### src/common/bstp_defines.vh
// Purpose: Constants for the boundary-scan test port
// Assumes: Included by its bare name from hw/bstp_tap.v
// Contract
// - Three test inputs, one output, optional reset
// - Test logic advances only on test clock
// - Scanning never disturbs the running core
// - Mode select sampled on rising test clock
// - Data in sampled on rising test clock
// - Data routed by prior mode-select sequence
// - Output shows selected path, changes falling
// - Output driver off when not shifting
// - Test reset clears controller and instruction
// - Three-bit instruction shifted in shift-IR, loaded in update-IR
// - Instruction selects active data register path
// - Only public standard instructions implemented
// - Boundary, bypass and identification registers only
// - Bypass is one flip-flop stage
// - Identification 32 bits, LSB out first
// - Boundary chain 118 cells, cell 0 first
// - Control cell one enables its driver
// - Chain order follows the pin table
`ifndef BSTP_DEFINES_VH
`define BSTP_DEFINES_VH

// ==========================================================
// Register widths
`define BSTP_IR_W        3
`define BSTP_ID_W        32
`define BSTP_BSR_W       118
`define BSTP_SYNC_W      3

// ==========================================================
// Instruction codes and reset values
`define BSTP_INS_EXTEST  3'h0
`define BSTP_INS_SAMPLE  3'h1
`define BSTP_INS_IDCODE  3'h2
`define BSTP_INS_BYPASS  3'h7
`define BSTP_IR_CAPTURE  3'h1
`define BSTP_IR_RESET    3'h2

// ==========================================================
// Controller states
`define BSTP_ST_TLR      4'h0
`define BSTP_ST_RTI      4'h1
`define BSTP_ST_SEL_DR   4'h2
`define BSTP_ST_CAP_DR   4'h3
`define BSTP_ST_SH_DR    4'h4
`define BSTP_ST_EX1_DR   4'h5
`define BSTP_ST_PA_DR    4'h6
`define BSTP_ST_EX2_DR   4'h7
`define BSTP_ST_UPD_DR   4'h8
`define BSTP_ST_SEL_IR   4'h9
`define BSTP_ST_CAP_IR   4'ha
`define BSTP_ST_SH_IR    4'hb
`define BSTP_ST_EX1_IR   4'hc
`define BSTP_ST_PA_IR    4'hd
`define BSTP_ST_EX2_IR   4'he
`define BSTP_ST_UPD_IR   4'hf

// ==========================================================
// Chain layout landmarks
`define BSTP_CELL_SO_LO_FIRST  0
`define BSTP_CELL_GODE         16
`define BSTP_CELL_BUS_FIRST    20
`define BSTP_CELL_IN_FIRST     68
`define BSTP_CELL_SO_HI_FIRST  102

`endif

### src/hw/bstp_tap.v
// Purpose: Boundary-scan test access port with bypass, id and chain
// Assumes: Test pins are asynchronous to i_clk and far slower than it
// Notes:   Test clock edges are found by oversampling on i_clk
`timescale 1ns/1ps
`default_nettype none
`include "bstp_defines.vh"

module bstp_tap
#(
  parameter [31:0] ID_CODE = 32'h0000_0001  // Arbitrary value, LSB set
)
(
  input  wire         i_clk,
  input  wire         i_rst,
  input  wire         i_tck,
  input  wire         i_tms,
  input  wire         i_tdi,
  input  wire         i_trst_n,
  output reg          o_tdo,
  output reg          o_tdo_oe_n,
  input  wire [117:0] i_bsr_capture,
  output reg  [117:0] o_bsr_update,
  output reg          o_extest,
  output reg  [2:0]   o_instr,
  output reg  [3:0]   o_tap_state
);

  // ==========================================================
  // Pin synchronisers
  reg [`BSTP_SYNC_W-1:0] tck_sync_ff;
  reg [`BSTP_SYNC_W-1:0] tms_sync_ff;
  reg [`BSTP_SYNC_W-1:0] tdi_sync_ff;
  reg [`BSTP_SYNC_W-1:0] trst_sync_ff;
  reg                    tck_lvl_ff;
  reg                    tms_lvl_ff;
  reg                    tdi_lvl_ff;
  reg                    trst_lvl_ff;

  always @(posedge i_clk or posedge i_rst)
  begin
    if (i_rst)
    begin
      tck_sync_ff  <= 3'h0;
      tms_sync_ff  <= 3'h7;
      tdi_sync_ff  <= 3'h7;
      trst_sync_ff <= 3'h0;
    end
    else
    begin
      tck_sync_ff  <= {tck_sync_ff[1:0], i_tck};
      tms_sync_ff  <= {tms_sync_ff[1:0], i_tms};
      tdi_sync_ff  <= {tdi_sync_ff[1:0], i_tdi};
      trst_sync_ff <= {trst_sync_ff[1:0], i_trst_n};
    end
  end

  // Level accepted once second and third stages agree
  always @(posedge i_clk or posedge i_rst)
  begin
    if (i_rst)
    begin
      tck_lvl_ff  <= 1'b0;
      tms_lvl_ff  <= 1'b1;
      tdi_lvl_ff  <= 1'b1;
      trst_lvl_ff <= 1'b0;
    end
    else
    begin
      if (tck_sync_ff[1] == tck_sync_ff[2])
        tck_lvl_ff <= tck_sync_ff[2];
      if (tms_sync_ff[1] == tms_sync_ff[2])
        tms_lvl_ff <= tms_sync_ff[2];
      if (tdi_sync_ff[1] == tdi_sync_ff[2])
        tdi_lvl_ff <= tdi_sync_ff[2];
      if (trst_sync_ff[1] == trst_sync_ff[2])
        trst_lvl_ff <= trst_sync_ff[2];
    end
  end

  wire tck_rise;
  wire tck_fall;
  wire test_rst;
  assign tck_rise = (tck_sync_ff[1] & tck_sync_ff[2]) & ~tck_lvl_ff;
  assign tck_fall = ~(tck_sync_ff[1] | tck_sync_ff[2]) & tck_lvl_ff;
  assign test_rst = ~trst_lvl_ff;

  // Mode select and data in as seen at the accepted rising edge
  wire tms_now;
  wire tdi_now;
  assign tms_now = (tms_sync_ff[1] == tms_sync_ff[2]) ? tms_sync_ff[2] : tms_lvl_ff;
  assign tdi_now = (tdi_sync_ff[1] == tdi_sync_ff[2]) ? tdi_sync_ff[2] : tdi_lvl_ff;

  // ==========================================================
  // Controller state machine
  reg [3:0] state_ff;
  reg [3:0] nxt_state;

  always @*
  begin
    case (state_ff)
      `BSTP_ST_TLR:
        if (tms_now)
          nxt_state = `BSTP_ST_TLR;
        else
          nxt_state = `BSTP_ST_RTI;
      `BSTP_ST_RTI:
        if (tms_now)
          nxt_state = `BSTP_ST_SEL_DR;
        else
          nxt_state = `BSTP_ST_RTI;
      `BSTP_ST_SEL_DR:
        if (tms_now)
          nxt_state = `BSTP_ST_SEL_IR;
        else
          nxt_state = `BSTP_ST_CAP_DR;
      `BSTP_ST_CAP_DR:
        if (tms_now)
          nxt_state = `BSTP_ST_EX1_DR;
        else
          nxt_state = `BSTP_ST_SH_DR;
      `BSTP_ST_SH_DR:
        if (tms_now)
          nxt_state = `BSTP_ST_EX1_DR;
        else
          nxt_state = `BSTP_ST_SH_DR;
      `BSTP_ST_EX1_DR:
        if (tms_now)
          nxt_state = `BSTP_ST_UPD_DR;
        else
          nxt_state = `BSTP_ST_PA_DR;
      `BSTP_ST_PA_DR:
        if (tms_now)
          nxt_state = `BSTP_ST_EX2_DR;
        else
          nxt_state = `BSTP_ST_PA_DR;
      `BSTP_ST_EX2_DR:
        if (tms_now)
          nxt_state = `BSTP_ST_UPD_DR;
        else
          nxt_state = `BSTP_ST_SH_DR;
      `BSTP_ST_UPD_DR:
        if (tms_now)
          nxt_state = `BSTP_ST_SEL_DR;
        else
          nxt_state = `BSTP_ST_RTI;
      `BSTP_ST_SEL_IR:
        if (tms_now)
          nxt_state = `BSTP_ST_TLR;
        else
          nxt_state = `BSTP_ST_CAP_IR;
      `BSTP_ST_CAP_IR:
        if (tms_now)
          nxt_state = `BSTP_ST_EX1_IR;
        else
          nxt_state = `BSTP_ST_SH_IR;
      `BSTP_ST_SH_IR:
        if (tms_now)
          nxt_state = `BSTP_ST_EX1_IR;
        else
          nxt_state = `BSTP_ST_SH_IR;
      `BSTP_ST_EX1_IR:
        if (tms_now)
          nxt_state = `BSTP_ST_UPD_IR;
        else
          nxt_state = `BSTP_ST_PA_IR;
      `BSTP_ST_PA_IR:
        if (tms_now)
          nxt_state = `BSTP_ST_EX2_IR;
        else
          nxt_state = `BSTP_ST_PA_IR;
      `BSTP_ST_EX2_IR:
        if (tms_now)
          nxt_state = `BSTP_ST_UPD_IR;
        else
          nxt_state = `BSTP_ST_SH_IR;
      `BSTP_ST_UPD_IR:
        if (tms_now)
          nxt_state = `BSTP_ST_SEL_DR;
        else
          nxt_state = `BSTP_ST_RTI;
      default:         nxt_state = `BSTP_ST_TLR;
    endcase
  end

  always @(posedge i_clk or posedge i_rst)
  begin
    if (i_rst)
      state_ff <= `BSTP_ST_TLR;
    else if (test_rst)
      state_ff <= `BSTP_ST_TLR;
    else if (tck_rise)
      state_ff <= nxt_state;
  end

  // ==========================================================
  // Instruction register
  reg [2:0] ir_shift_ff;
  reg [2:0] ir_ff;

  always @(posedge i_clk or posedge i_rst)
  begin
    if (i_rst)
    begin
      ir_shift_ff <= `BSTP_IR_CAPTURE;
      ir_ff       <= `BSTP_IR_RESET;
    end
    else if (test_rst || state_ff == `BSTP_ST_TLR)
    begin
      ir_shift_ff <= `BSTP_IR_CAPTURE;
      ir_ff       <= `BSTP_IR_RESET;
    end
    else if (tck_rise)
    begin
      case (state_ff)
        `BSTP_ST_CAP_IR: ir_shift_ff <= `BSTP_IR_CAPTURE;
        `BSTP_ST_SH_IR:  ir_shift_ff <= {tdi_now, ir_shift_ff[2:1]};
        default:         ir_shift_ff <= ir_shift_ff;
      endcase
      if (state_ff == `BSTP_ST_UPD_IR)
        ir_ff <= ir_shift_ff;
    end
  end

  // Decode: anything not public and known falls to bypass
  localparam [1:0] SEL_BYP = 2'h0;
  localparam [1:0] SEL_ID  = 2'h1;
  localparam [1:0] SEL_BSR = 2'h2;

  function [1:0] dr_select;
    input [2:0] code;
    begin
      case (code)
        `BSTP_INS_EXTEST: dr_select = SEL_BSR;
        `BSTP_INS_SAMPLE: dr_select = SEL_BSR;
        `BSTP_INS_IDCODE: dr_select = SEL_ID;
        default:          dr_select = SEL_BYP;
      endcase
    end
  endfunction

  wire [1:0] dr_sel;
  assign dr_sel = dr_select(ir_ff);

  // ==========================================================
  // Data registers
  reg                        byp_ff;
  reg [`BSTP_ID_W-1:0]       id_ff;
  reg [`BSTP_BSR_W-1:0]      bsr_ff;

  always @(posedge i_clk or posedge i_rst)
  begin
    if (i_rst)
    begin
      byp_ff <= 1'b0;
      id_ff  <= 32'h0000_0000;
      bsr_ff <= 118'h0;
    end
    else if (tck_rise && state_ff == `BSTP_ST_CAP_DR)
    begin
      byp_ff <= 1'b0;
      id_ff  <= ID_CODE;
      if (dr_sel == SEL_BSR)
        bsr_ff <= i_bsr_capture;
    end
    else if (tck_rise && state_ff == `BSTP_ST_SH_DR)
    begin
      case (dr_sel)
        SEL_BSR: bsr_ff <= {tdi_now, bsr_ff[117:1]};
        SEL_ID:  id_ff  <= {tdi_now, id_ff[31:1]};
        default: byp_ff <= tdi_now;
      endcase
    end
  end

  // Update stage holds chain contents off the shift path
  always @(posedge i_clk or posedge i_rst)
  begin
    if (i_rst)
      o_bsr_update <= 118'h0;
    else if (tck_rise && state_ff == `BSTP_ST_UPD_DR && dr_sel == SEL_BSR)
      o_bsr_update <= bsr_ff;
  end

  // ==========================================================
  // Serial output, driven only while shifting
  wire shifting;
  reg  tdo_bit;
  assign shifting = (state_ff == `BSTP_ST_SH_DR) || (state_ff == `BSTP_ST_SH_IR);

  always @*
  begin
    if (state_ff == `BSTP_ST_SH_IR)
      tdo_bit = ir_shift_ff[0];
    else
    begin
      case (dr_sel)
        SEL_BSR: tdo_bit = bsr_ff[0];
        SEL_ID:  tdo_bit = id_ff[0];
        default: tdo_bit = byp_ff;
      endcase
    end
  end

  always @(posedge i_clk or posedge i_rst)
  begin
    if (i_rst)
    begin
      o_tdo      <= 1'b0;
      o_tdo_oe_n <= 1'b1;
    end
    else if (test_rst)
    begin
      o_tdo      <= 1'b0;
      o_tdo_oe_n <= 1'b1;
    end
    else if (tck_fall)
    begin
      o_tdo      <= shifting ? tdo_bit : 1'b0;
      o_tdo_oe_n <= ~shifting;
    end
  end

  // ==========================================================
  // Status toward the core
  always @(posedge i_clk or posedge i_rst)
  begin
    if (i_rst)
    begin
      o_extest    <= 1'b0;
      o_instr     <= `BSTP_IR_RESET;
      o_tap_state <= `BSTP_ST_TLR;
    end
    else
    begin
      o_extest    <= (ir_ff == `BSTP_INS_EXTEST);
      o_instr     <= ir_ff;
      o_tap_state <= state_ff;
    end
  end

endmodule
`default_nettype wire

### config.mk
export PLATFORM = sky130hd
export DESIGN_NAME = bstp_tap
export DESIGN_NICKNAME = d
export VERILOG_FILES = /design/src/hw/bstp_tap.v
export VERILOG_INCLUDE_DIRS = /design/src /design/src/common
export SDC_FILE = /design/constraint.sdc
export NUM_CORES = 1
export LEC_CHECK = 0
export BUFFER_PORTS_ARGS = -buffer_cell sky130_fd_sc_hd__buf_2
export CAP_MARGIN = 20
export CORE_MARGIN = 5
export CORE_UTILIZATION = 40
export CTS_CLUSTER_SIZE = 12
export DETAILED_ROUTE_END_ITERATION = 10
export PLACE_DENSITY_LB_ADDON = 0.2
export SYNTH_ARGS = -nofsm -noshare
export SYNTH_HDL_FRONTEND = slang
export SYNTH_SLANG_ARGS = --single-unit
### constraint.sdc
create_clock -name i_clk -period 9.11 [get_ports i_clk]
set_input_delay 1.3665 -clock i_clk [delete_from_list [all_inputs] [get_ports i_clk]]
set_output_delay 1.3665 -clock i_clk [all_outputs]
set_load 0.02 [all_outputs]
== Word level (Yosys, flattened, before mapping) ==
Cells that the tools add are included.

* $add $sub $neg: 0
* Multiply operators: 0
* Divide/modulo/power cells: 0
* Magnitude comparators: 0
* Equal/unequal tests: 26
* Shift operators: 0
* Muxes and demuxes: 41
* Bitwise gates (word level): 8
* Reductions and logical operators: 23

{| class="wikitable"
|+ Operators by type and width
! cell !! count
|-
| $mux 118 || 4
|-
| $mux 32 || 3
|-
| $pmux 4 s12 || 1
|-
| $eq 4x4->1 const B || 8
|-
| $mux 4 || 6
|-
| $mux 3 || 7
|-
| $eq 4x3->1 const B || 4
|-
| $mux 1 || 14
|-
| $reduce_and 2->1 || 5
|-
| $eq 4x2->1 const B || 2
|-
| $reduce_bool 2->1 || 4
|-
| $reduce_or 2->1 || 4
|-
| $mux 2 || 3
|-
| $ne 2x1->1 const B || 3
|-
| $pmux 3 s2 || 1
|-
| $eq 1x1->1 || 4
|-
| $eq 4x1->1 const B || 1
|-
| $logic_and 1x1->1 || 4
|-
| $logic_not 4->1 || 1
|-
| $not 1->1 || 4
|-
| $pmux 2 s2 || 1
|-
| $and 1x1->1 || 3
|-
| $eq 3x1->1 const B || 1
|-
| $eq 3x2->1 const B || 1
|-
| 8 further kinds || 9
|}

* Register bits: 305
* Bits in latches: 0
* Memory bits (writable): 0
* Memory bits (read-only): 0
* Input bits: 124
* Output and inout port bits: 128
* Word-level logic and storage cells: 118
* Memories: 0

== Depth between registers and ports, before layout ==
Gate-level depths: netlist (run 1).

* Depth after elaboration: 9
* Gate-level depth with buffers: 9
* Gate-level depth less buffers: 8

== Worst setup path after synthesis (run 1) ==
OpenSTA, ideal clock, no wires.

* Path type: flip-flop to output port
* Start: register o_tdo_oe_n
* End: output port o_tdo_oe_n
* Arrival time: 0.563 ns
* Data required time: 7.744 ns
* Setup slack: 7.181 ns
* Stages on the path, launching flop included: 1
* Path buffers: 0
* Cell sequence: dfstp_2

{| class="wikitable"
|+ RTL lines
! what !! RTL line !! source
|-
| from (decl) || bstp_tap.v:20 || <nowiki>output reg o_tdo_oe_n,</nowiki>
|-
| from (signal assigned) || bstp_tap.v:319 || <nowiki>o_tdo_oe_n <= ~shifting;</nowiki>
|}

No word-level cell between the ends.

== Final worst setup path (run 1) ==
* Start: register state_ff[0]
* End: register bsr_ff[45]

* Longest elaborated chain between the ends: 4
* Elaborated cells between the ends (all ways): 7
* Those cells by class: eq/ne: 2; mux: 1; reduce/logical: 4

{| class="wikitable"
|+ RTL lines
! what !! RTL line !! source
|-
| from (decl) || bstp_tap.v:95 || <nowiki>reg [3:0] state_ff;</nowiki>
|-
| from (signal assigned) || bstp_tap.v:188 || <nowiki>state_ff <= `BSTP_ST_TLR;</nowiki>
|-
| from (signal assigned) || bstp_tap.v:190 || <nowiki>state_ff <= `BSTP_ST_TLR;</nowiki>
|-
| from (signal assigned) || bstp_tap.v:192 || <nowiki>state_ff <= nxt_state;</nowiki>
|-
| $eq 4x2->1 or $eq 4x3->1 (tied branches) || - ||
|-
| $logic_and 1x1->1 (no source line) || - ||
|-
| $reduce_bool 2->1 (no source line) || - ||
|-
| $reduce_and 2->1 (no source line) || - ||
|-
| to (signal assigned) || bstp_tap.v:263 || <nowiki>bsr_ff <= i_bsr_capture;</nowiki>
|-
| to (signal assigned) || bstp_tap.v:268 || <nowiki>SEL_BSR: bsr_ff <= {tdi_now, bsr_ff[117:1]};</nowiki>
|-
| to (decl) || bstp_tap.v:248 || <nowiki>reg [`BSTP_BSR_W-1:0] bsr_ff;</nowiki>
|}

Parallel ways exist; a longest one is shown, timed or not.
A chain may end at the register's enable or synchronous reset.

==> impl_metrics.yaml, run 1 <==
floorplanning:
  ios: 252
  start_util_pct: 40.6
  die_w_microns: 189
  dieArea_sq_mm: 0.0358
  die_h_microns: 189
  core_sq_mm: 0.0316
  rows: 65
worst_setup_path:
  r2r_start: "state_ff[0]"
  endpoint_kind: "register"
  cp.required_ns: 9.44
  r2r_cells: 6
  startpoint_type: "register"
  r2r_slack_ns: 6.18
  arrival_ns: 3.26
  path_class: "register to register"
  worstSetupStartpoint: "state_ff[0]"
  slowest_stage: "dfrtp_1"
  worstPathCellList: "nand2_1, nor4_4, buf_4, buf_4, mux2i_1, o21ai_0"
  r2r_end: "bsr_ff[45]"
  path_max_fanout: 46
  cp_common_cell: "buf_4"
  cp_slowest_stage_delay_ns: 0.78
  cp-endpoint: "bsr_ff[45]"
timing:
  report.final.hold_viol_count: 0
  min_period_over_period_pct: 32.2
  worstMarginPinSlew_ns: 0.996
  finalSetupTns_ns: 0
  rsz0062_at_grt: "false"
  fin_ws_ns: 6.18
  skew_ns: 0.0163
  fmax_mhz: 341
  relSlewSlack_pct: 33.6
  drv_slew: 0
  finalSetupViolCount: 0
  fin_crit_ns: 2.93
worst_hold_path:
  holdCritPathClass: "register to register"
yosys:
  ys_seq_area_share_pct: 59.6
  syn_area_per_cell_sq_um: 12.2
  synth-main-ff-cell: "dfrtp_1"
  netlist_area_sq_mm: 0.0128
  synthArstFlopShare_pct: 100
  yosysMostFrequentCell: "dfrtp_1"
  yosys_warnings: 0
  netlist-cell-type-count: 50
  synthesis.nets: 1183
  netlist_top_cells_area: "dfrtp_1 (57%), mux2i_1 (9.7%), mux2_2 (8.6%)"
  synth_seq_cells: 305
  synth_commonest_cells: "dfrtp_1 (293), nand2_1 (193), mux2i_1 (124), o21ai_0 (123), mux2_2 (98)"
  synth-edff-count: 0
  synth_top_cell_by_area: "dfrtp_1"
  synth_top_area_share_pct: 57.1
  netlist_instances: 1055
clocking:
  worst_skew_pair.late_latency_ns: 0.50
  cts_resized: 0
  clk_pin_slew_ns: 0.06
  cts_setup_buffers: 0
  cts_root_buf: "clkbuf_16"
  clk_path_buf_depth: 3
  cts-htree-levels: 2
  cts_hold_buffers: 0
  cts_sinks: 305
  cts_made_buffers: 34
  cts_tree: "built"
power:
  ir_drop_v: 0.000102
  cellPowerDensity_mw_per_mm2: 179
  power_uw: 2750
  power.leakage_uw: 0.00781
drt:
  first_pass_iters: 4
  first_iter_violations: 447
  detail-route-antenna-nets: 0
  drc: 0
  wl_microns: 28700
  vias: 8448
  wl_per_cell_microns: 16.8
  viasPerCell: 4.96
finish:
  antenna_cells: 0
  postLayoutCoreUtil_pct: 48.5
  final_cell_area_sq_mm: 0.0153
  nets: 1407
  area_growth_pct: 19.5
  layout-drive-gt1-share_pct: 34.2
status:
  status: "complete, no violations"
global_routing:
  grtUsageTotal_pct: 16.1
  grt_pass1_vias: 8776
  grt_start_max_net_pins: 237
  antenna_found_initial: 4
  grt_pass1_wl_microns: 47500
  grt-ovfl-total: 0
place:
  post_dp_cell_area_sq_mm: 0.0143
  io_buffers: 251
  dpl.hpwl_microns: 18800
  place_congestion: 0.772
  dp_slack_ns: 5.88
flow_run:
  cap_violations: 0
-- routing by layer --
metal / vias to the layer above / global-route usage (%) / routed length [microns]
met5: - / 0 / 59
met4: 8 / 3.84 / 554
met3: 47 / 4.81 / 1880
met2: 203 / 24.5 / 12800
met1: 4101 / 22.7 / 13400
li1: 4089 / - / -
-- worst min path at each step --
stage | from | endpoint | slack [ns] | depth (start not counted)
after floorplan | tck_sync_ff[0] | tck_sync_ff[1] | 0.33 | 0
after global placement | trst_sync_ff[0] | trst_sync_ff[1] | 0.33 | 0
after detailed placement | trst_sync_ff[0] | trst_sync_ff[1] | 0.34 | 0
after CTS | trst_sync_ff[0] | trst_sync_ff[1] | 0.35 | 0
after global routing | trst_sync_ff[0] | trst_sync_ff[1] | 0.36 | 0
final | trst_sync_ff[0] | trst_sync_ff[1] | 0.35 | 0
-- stage by stage --
step                      hold WS [ns]  std cells
final                            0.346       1702
after floorplan                  0.331       1055
after CTS                        0.352       1702
after detailed placement         0.338       1645
after global placement           0.334       1645
after global routing             0.355       1702
-- power breakdown --
part	leakage, uW	switching (uW)	internal, uW
Combinational	0.00371	47.0	28.1
Clock	0.000523	518	786
Sequential	0.00359	6.43	1360
Total	0.00781	571	2180
-- kinds of logic after synthesis --
kind of cell             share of synthesized area, %
AO/OA/AOI/OAI                                    7.36
adder cells (fa/ha/maj)                         0.624
buffers and inverters                            3.92
flip-flops                                       59.6
multiplexers                                     20.6
AND/OR/NAND/NOR                                  7.91
-- final cells by class --
class / instances / area [sq um]
sequential: 305 / 7650
fill: 2931 / 16300
inverter: 9 / 37.5
multi-input combinational: 668 / 4710
timing repair buffer: 261 / 1370
clock inverter: 4 / 22.5
clock buffer: 53 / 1050
tap: 402 / 503
-- flip-flops by register name, indices dropped and copies added (netlist names) --
| name | cells |
|---|---|
| o_bsr_update | 118 |
| ir_ff | 3 |
| ir_shift_ff | 3 |
| o_extest | 1 |
| trst_lvl_ff | 1 |
| o_tdo | 1 |
| o_instr | 3 |
| tck_lvl_ff | 1 |
| o_tdo_oe_n | 1 |
| tck_sync_ff | 3 |
| state_ff | 4 |
| trst_sync_ff | 3 |
| tdi_lvl_ff | 1 |
| tms_lvl_ff | 1 |
| id_ff | 32 |
| tms_sync_ff | 3 |
| tdi_sync_ff | 3 |
| bsr_ff | 118 |
| byp_ff | 1 |
| o_tap_state | 4 |
-- worst max-delay path, delay by kind of cell (launching register included) --
kind	cells	cell delay, ns
buf+inv	2	1.11
flops	1	0.78
simple gates	2	0.42
mux	1	0.27
compound gates	1	0.10
-- cells in the final DEF (no fill, tap or decap), types with 12 or more instances in the layout --
cell / count
o21ai_0: 123
dfstp_2: 12
nand2_1: 193
dfrtp_1: 293
mux2_2: 98
mux2i_1: 124
clkbuf_16: 37
buf_2: 251
o21ai_1: 37
nor2_1: 13
mux2_4: 20
(Power assumes the default switching activity.)
==> run 2: changes to the inputs <==
clock period = 2.9 ns   (was 9.11 ns; I/O delays follow)
==> run 2 against run 1 <==
- count of clock-buffer cells in the layout shrank 2
- critical endpoint is now bsr_ff[80]
- first-iteration DRC count grew 24%
- register-to-register slack lost 5.6 ns
- largest cell class unchanged
- largest power group unchanged
- critical path depth shrank 1
==> impl_metrics.yaml, run 2 (synthesis gave the netlist of run 1 again) <==
floorplanning:
  die_w_microns: 189
  dieArea_sq_mm: 0.0358
  ios: 252
  die_h_microns: 189
  rows: 65
  start_util_pct: 40.6
  core_sq_mm: 0.0316
finish:
  final_common_cell: "dfrtp_1"
  nFillCells: 2882
  final_cell_area_sq_mm: 0.0155
  seq_area_sq_mm: 0.00765
  reg_top3: "bsr_ff (118), o_bsr_update (118), id_ff (32)"
  mostFrequentLayoutCells: "dfrtp_1 (293), buf_2 (251), nand2_1 (193)"
  area_growth_pct: 20.9
  postLayoutCoreUtil_pct: 49.1
  nets: 1420
  multi_input_area_sq_mm: 0.00471
  layout-drive-gt1-share_pct: 34.7
timing:
  min_period_over_period_pct: 81.3
  skew_ns: 0.0206
  drv_slew: 0
  worstMarginPinSlew_ns: 0.815
  worst_hold_slack_ns: 0.0340
  finalSetupTns_ns: 0
  report.final.hold_viol_count: 0
  rsz0062_at_grt: "false"
  relSlewSlack_pct: 45.5
  fin_crit_ns: 2.36
  fmax_mhz: 424
  finalSetupViolCount: 0
global_routing:
  antenna_found_initial: 4
  grt_pass1_wl_microns: 47600
  grt_start_max_net_pins: 109
  grt-ovfl-total: 0
  grt_pass1_vias: 8696
  grtUsageTotal_pct: 16.1
place:
  io_buffers: 251
  post_dp_cell_area_sq_mm: 0.0144
  dpl.hpwl_microns: 19200
  place_congestion: 0.838
drt:
  first_pass_iters: 4
  viasPerCell: 4.92
  first_iter_violations: 556
  wl_microns: 28900
  vias: 8439
  drc: 0
  detail-route-antenna-nets: 0
  wl_per_cell_microns: 16.8
worst_setup_path:
  worstPathCellList: "nand2_1, nor4_4, buf_12, mux2i_1, o21ai_0"
  cp.required_ns: 3.26
  startpoint_type: "register"
  critPathTopFamily: "flip-flops"
  endpoint_kind: "register"
  arrival_ns: 2.72
  path_max_fanout: 73
  crit_cells: 5
  r2r_slack_ns: 0.54
  r2r_cells: 5
  path_class: "register to register"
  slowest_stage: "dfrtp_1"
  path_buf_inv: 1
  cp_slowest_stage_delay_ns: 0.77
clocking:
  cts_made_buffers: 35
  cts_sinks: 305
  cts_tree: "built"
  clk_path_buf_depth: 3
  cts-htree-levels: 2
  cts_resized: 0
  clk_pin_slew_ns: 0.06
  worst_skew_pair.late_latency_ns: 0.50
  cts_root_buf: "clkbuf_16"
worst_hold_path:
  hold_path_depth: 1
  holdCritPathClass: "input port to register"
power:
  power.leakage_uw: 0.00790
  p_int_uw: 6870
  seq_power_share_pct: 49.4
  comb_power_share_pct: 2.9
  power.net_switching_uw: 1840
  netSwitchingFraction_pct: 21.1
  power_uw: 8710
  ir_drop_v: 0.000322
  p_clk_share_pct: 47.7
  cellPowerDensity_mw_per_mm2: 561
flow_run:
  cap_violations: 0
status:
  status: "complete, no violations"
[run 2: final cells by class]
cell class / instances / share of cell area (%)
Antenna cell: 1 / 0.0161
Multi-Input combinational cell: 668 / 30.3
Clock inverter: 7 / 0.403
Inverter: 9 / 0.242
Sequential cell: 305 / 49.3
Clock buffer: 51 / 6.50
Timing Repair Buffer: 273 / 10.0
Tap cell: 402 / 3.24
[run 2: what timing repair did]
action	CTS	global route
hold buffers	2	0
hold endpoints to repair	10	0
buffers inserted	0	0
[run 2: worst register-to-register path, delay by kind of cell, from the launching register on]
kind / cells / cell delay [ns]
buf+inv: 1 / 0.46
mux: 1 / 0.36
flops: 1 / 0.77
compound gates: 1 / 0.10
simple gates: 2 / 0.54
[run 2: final timing paths]
| path | start | endpoint |
|---|---|---|
| min in group asynchronous | i_rst | bsr_ff[83] |
| worst min-delay path | i_tdi | tdi_sync_ff[0] |
| worst min register to register | tms_sync_ff[0] | tms_sync_ff[1] |
| worst max register to register | state_ff[0] | bsr_ff[80] |
| max in group asynchronous | i_rst | bsr_ff[13] |
| worst max-delay path | state_ff[0] | bsr_ff[80] |
[run 2: per-stage QoR]
stage / worst slack (ns) / cells
floorplan: -1.58 / 1055
global placement: 0.618 / 1655
detailed placement: 0.554 / 1655
CTS: 0.537 / 1715
global route: 0.335 / 1716
finish: 0.542 / 1716
[run 2: per-layer routing]
layer	up-vias	track usage (%)	share of wire [%]
li1	4121	-	-
met1	4070	22.7	47
met2	198	24.8	44
met3	44	4.74	6.7
met4	6	3.64	1.8
met5	-	0	0.15
[run 2: power groups by stage]
stage / Sequential, uW / Clock (uW) / Combinational, uW
2_1_floorplan: 4370 / 0 / 116
3_3_place_gp: 4380 / 0 / 261
3_5_place_dp: 4380 / 0 / 261
4_1_cts: 4300 / 4310 / 263
5_1_grt: 4300 / 4500 / 289
6_report: 4300 / 4150 / 253
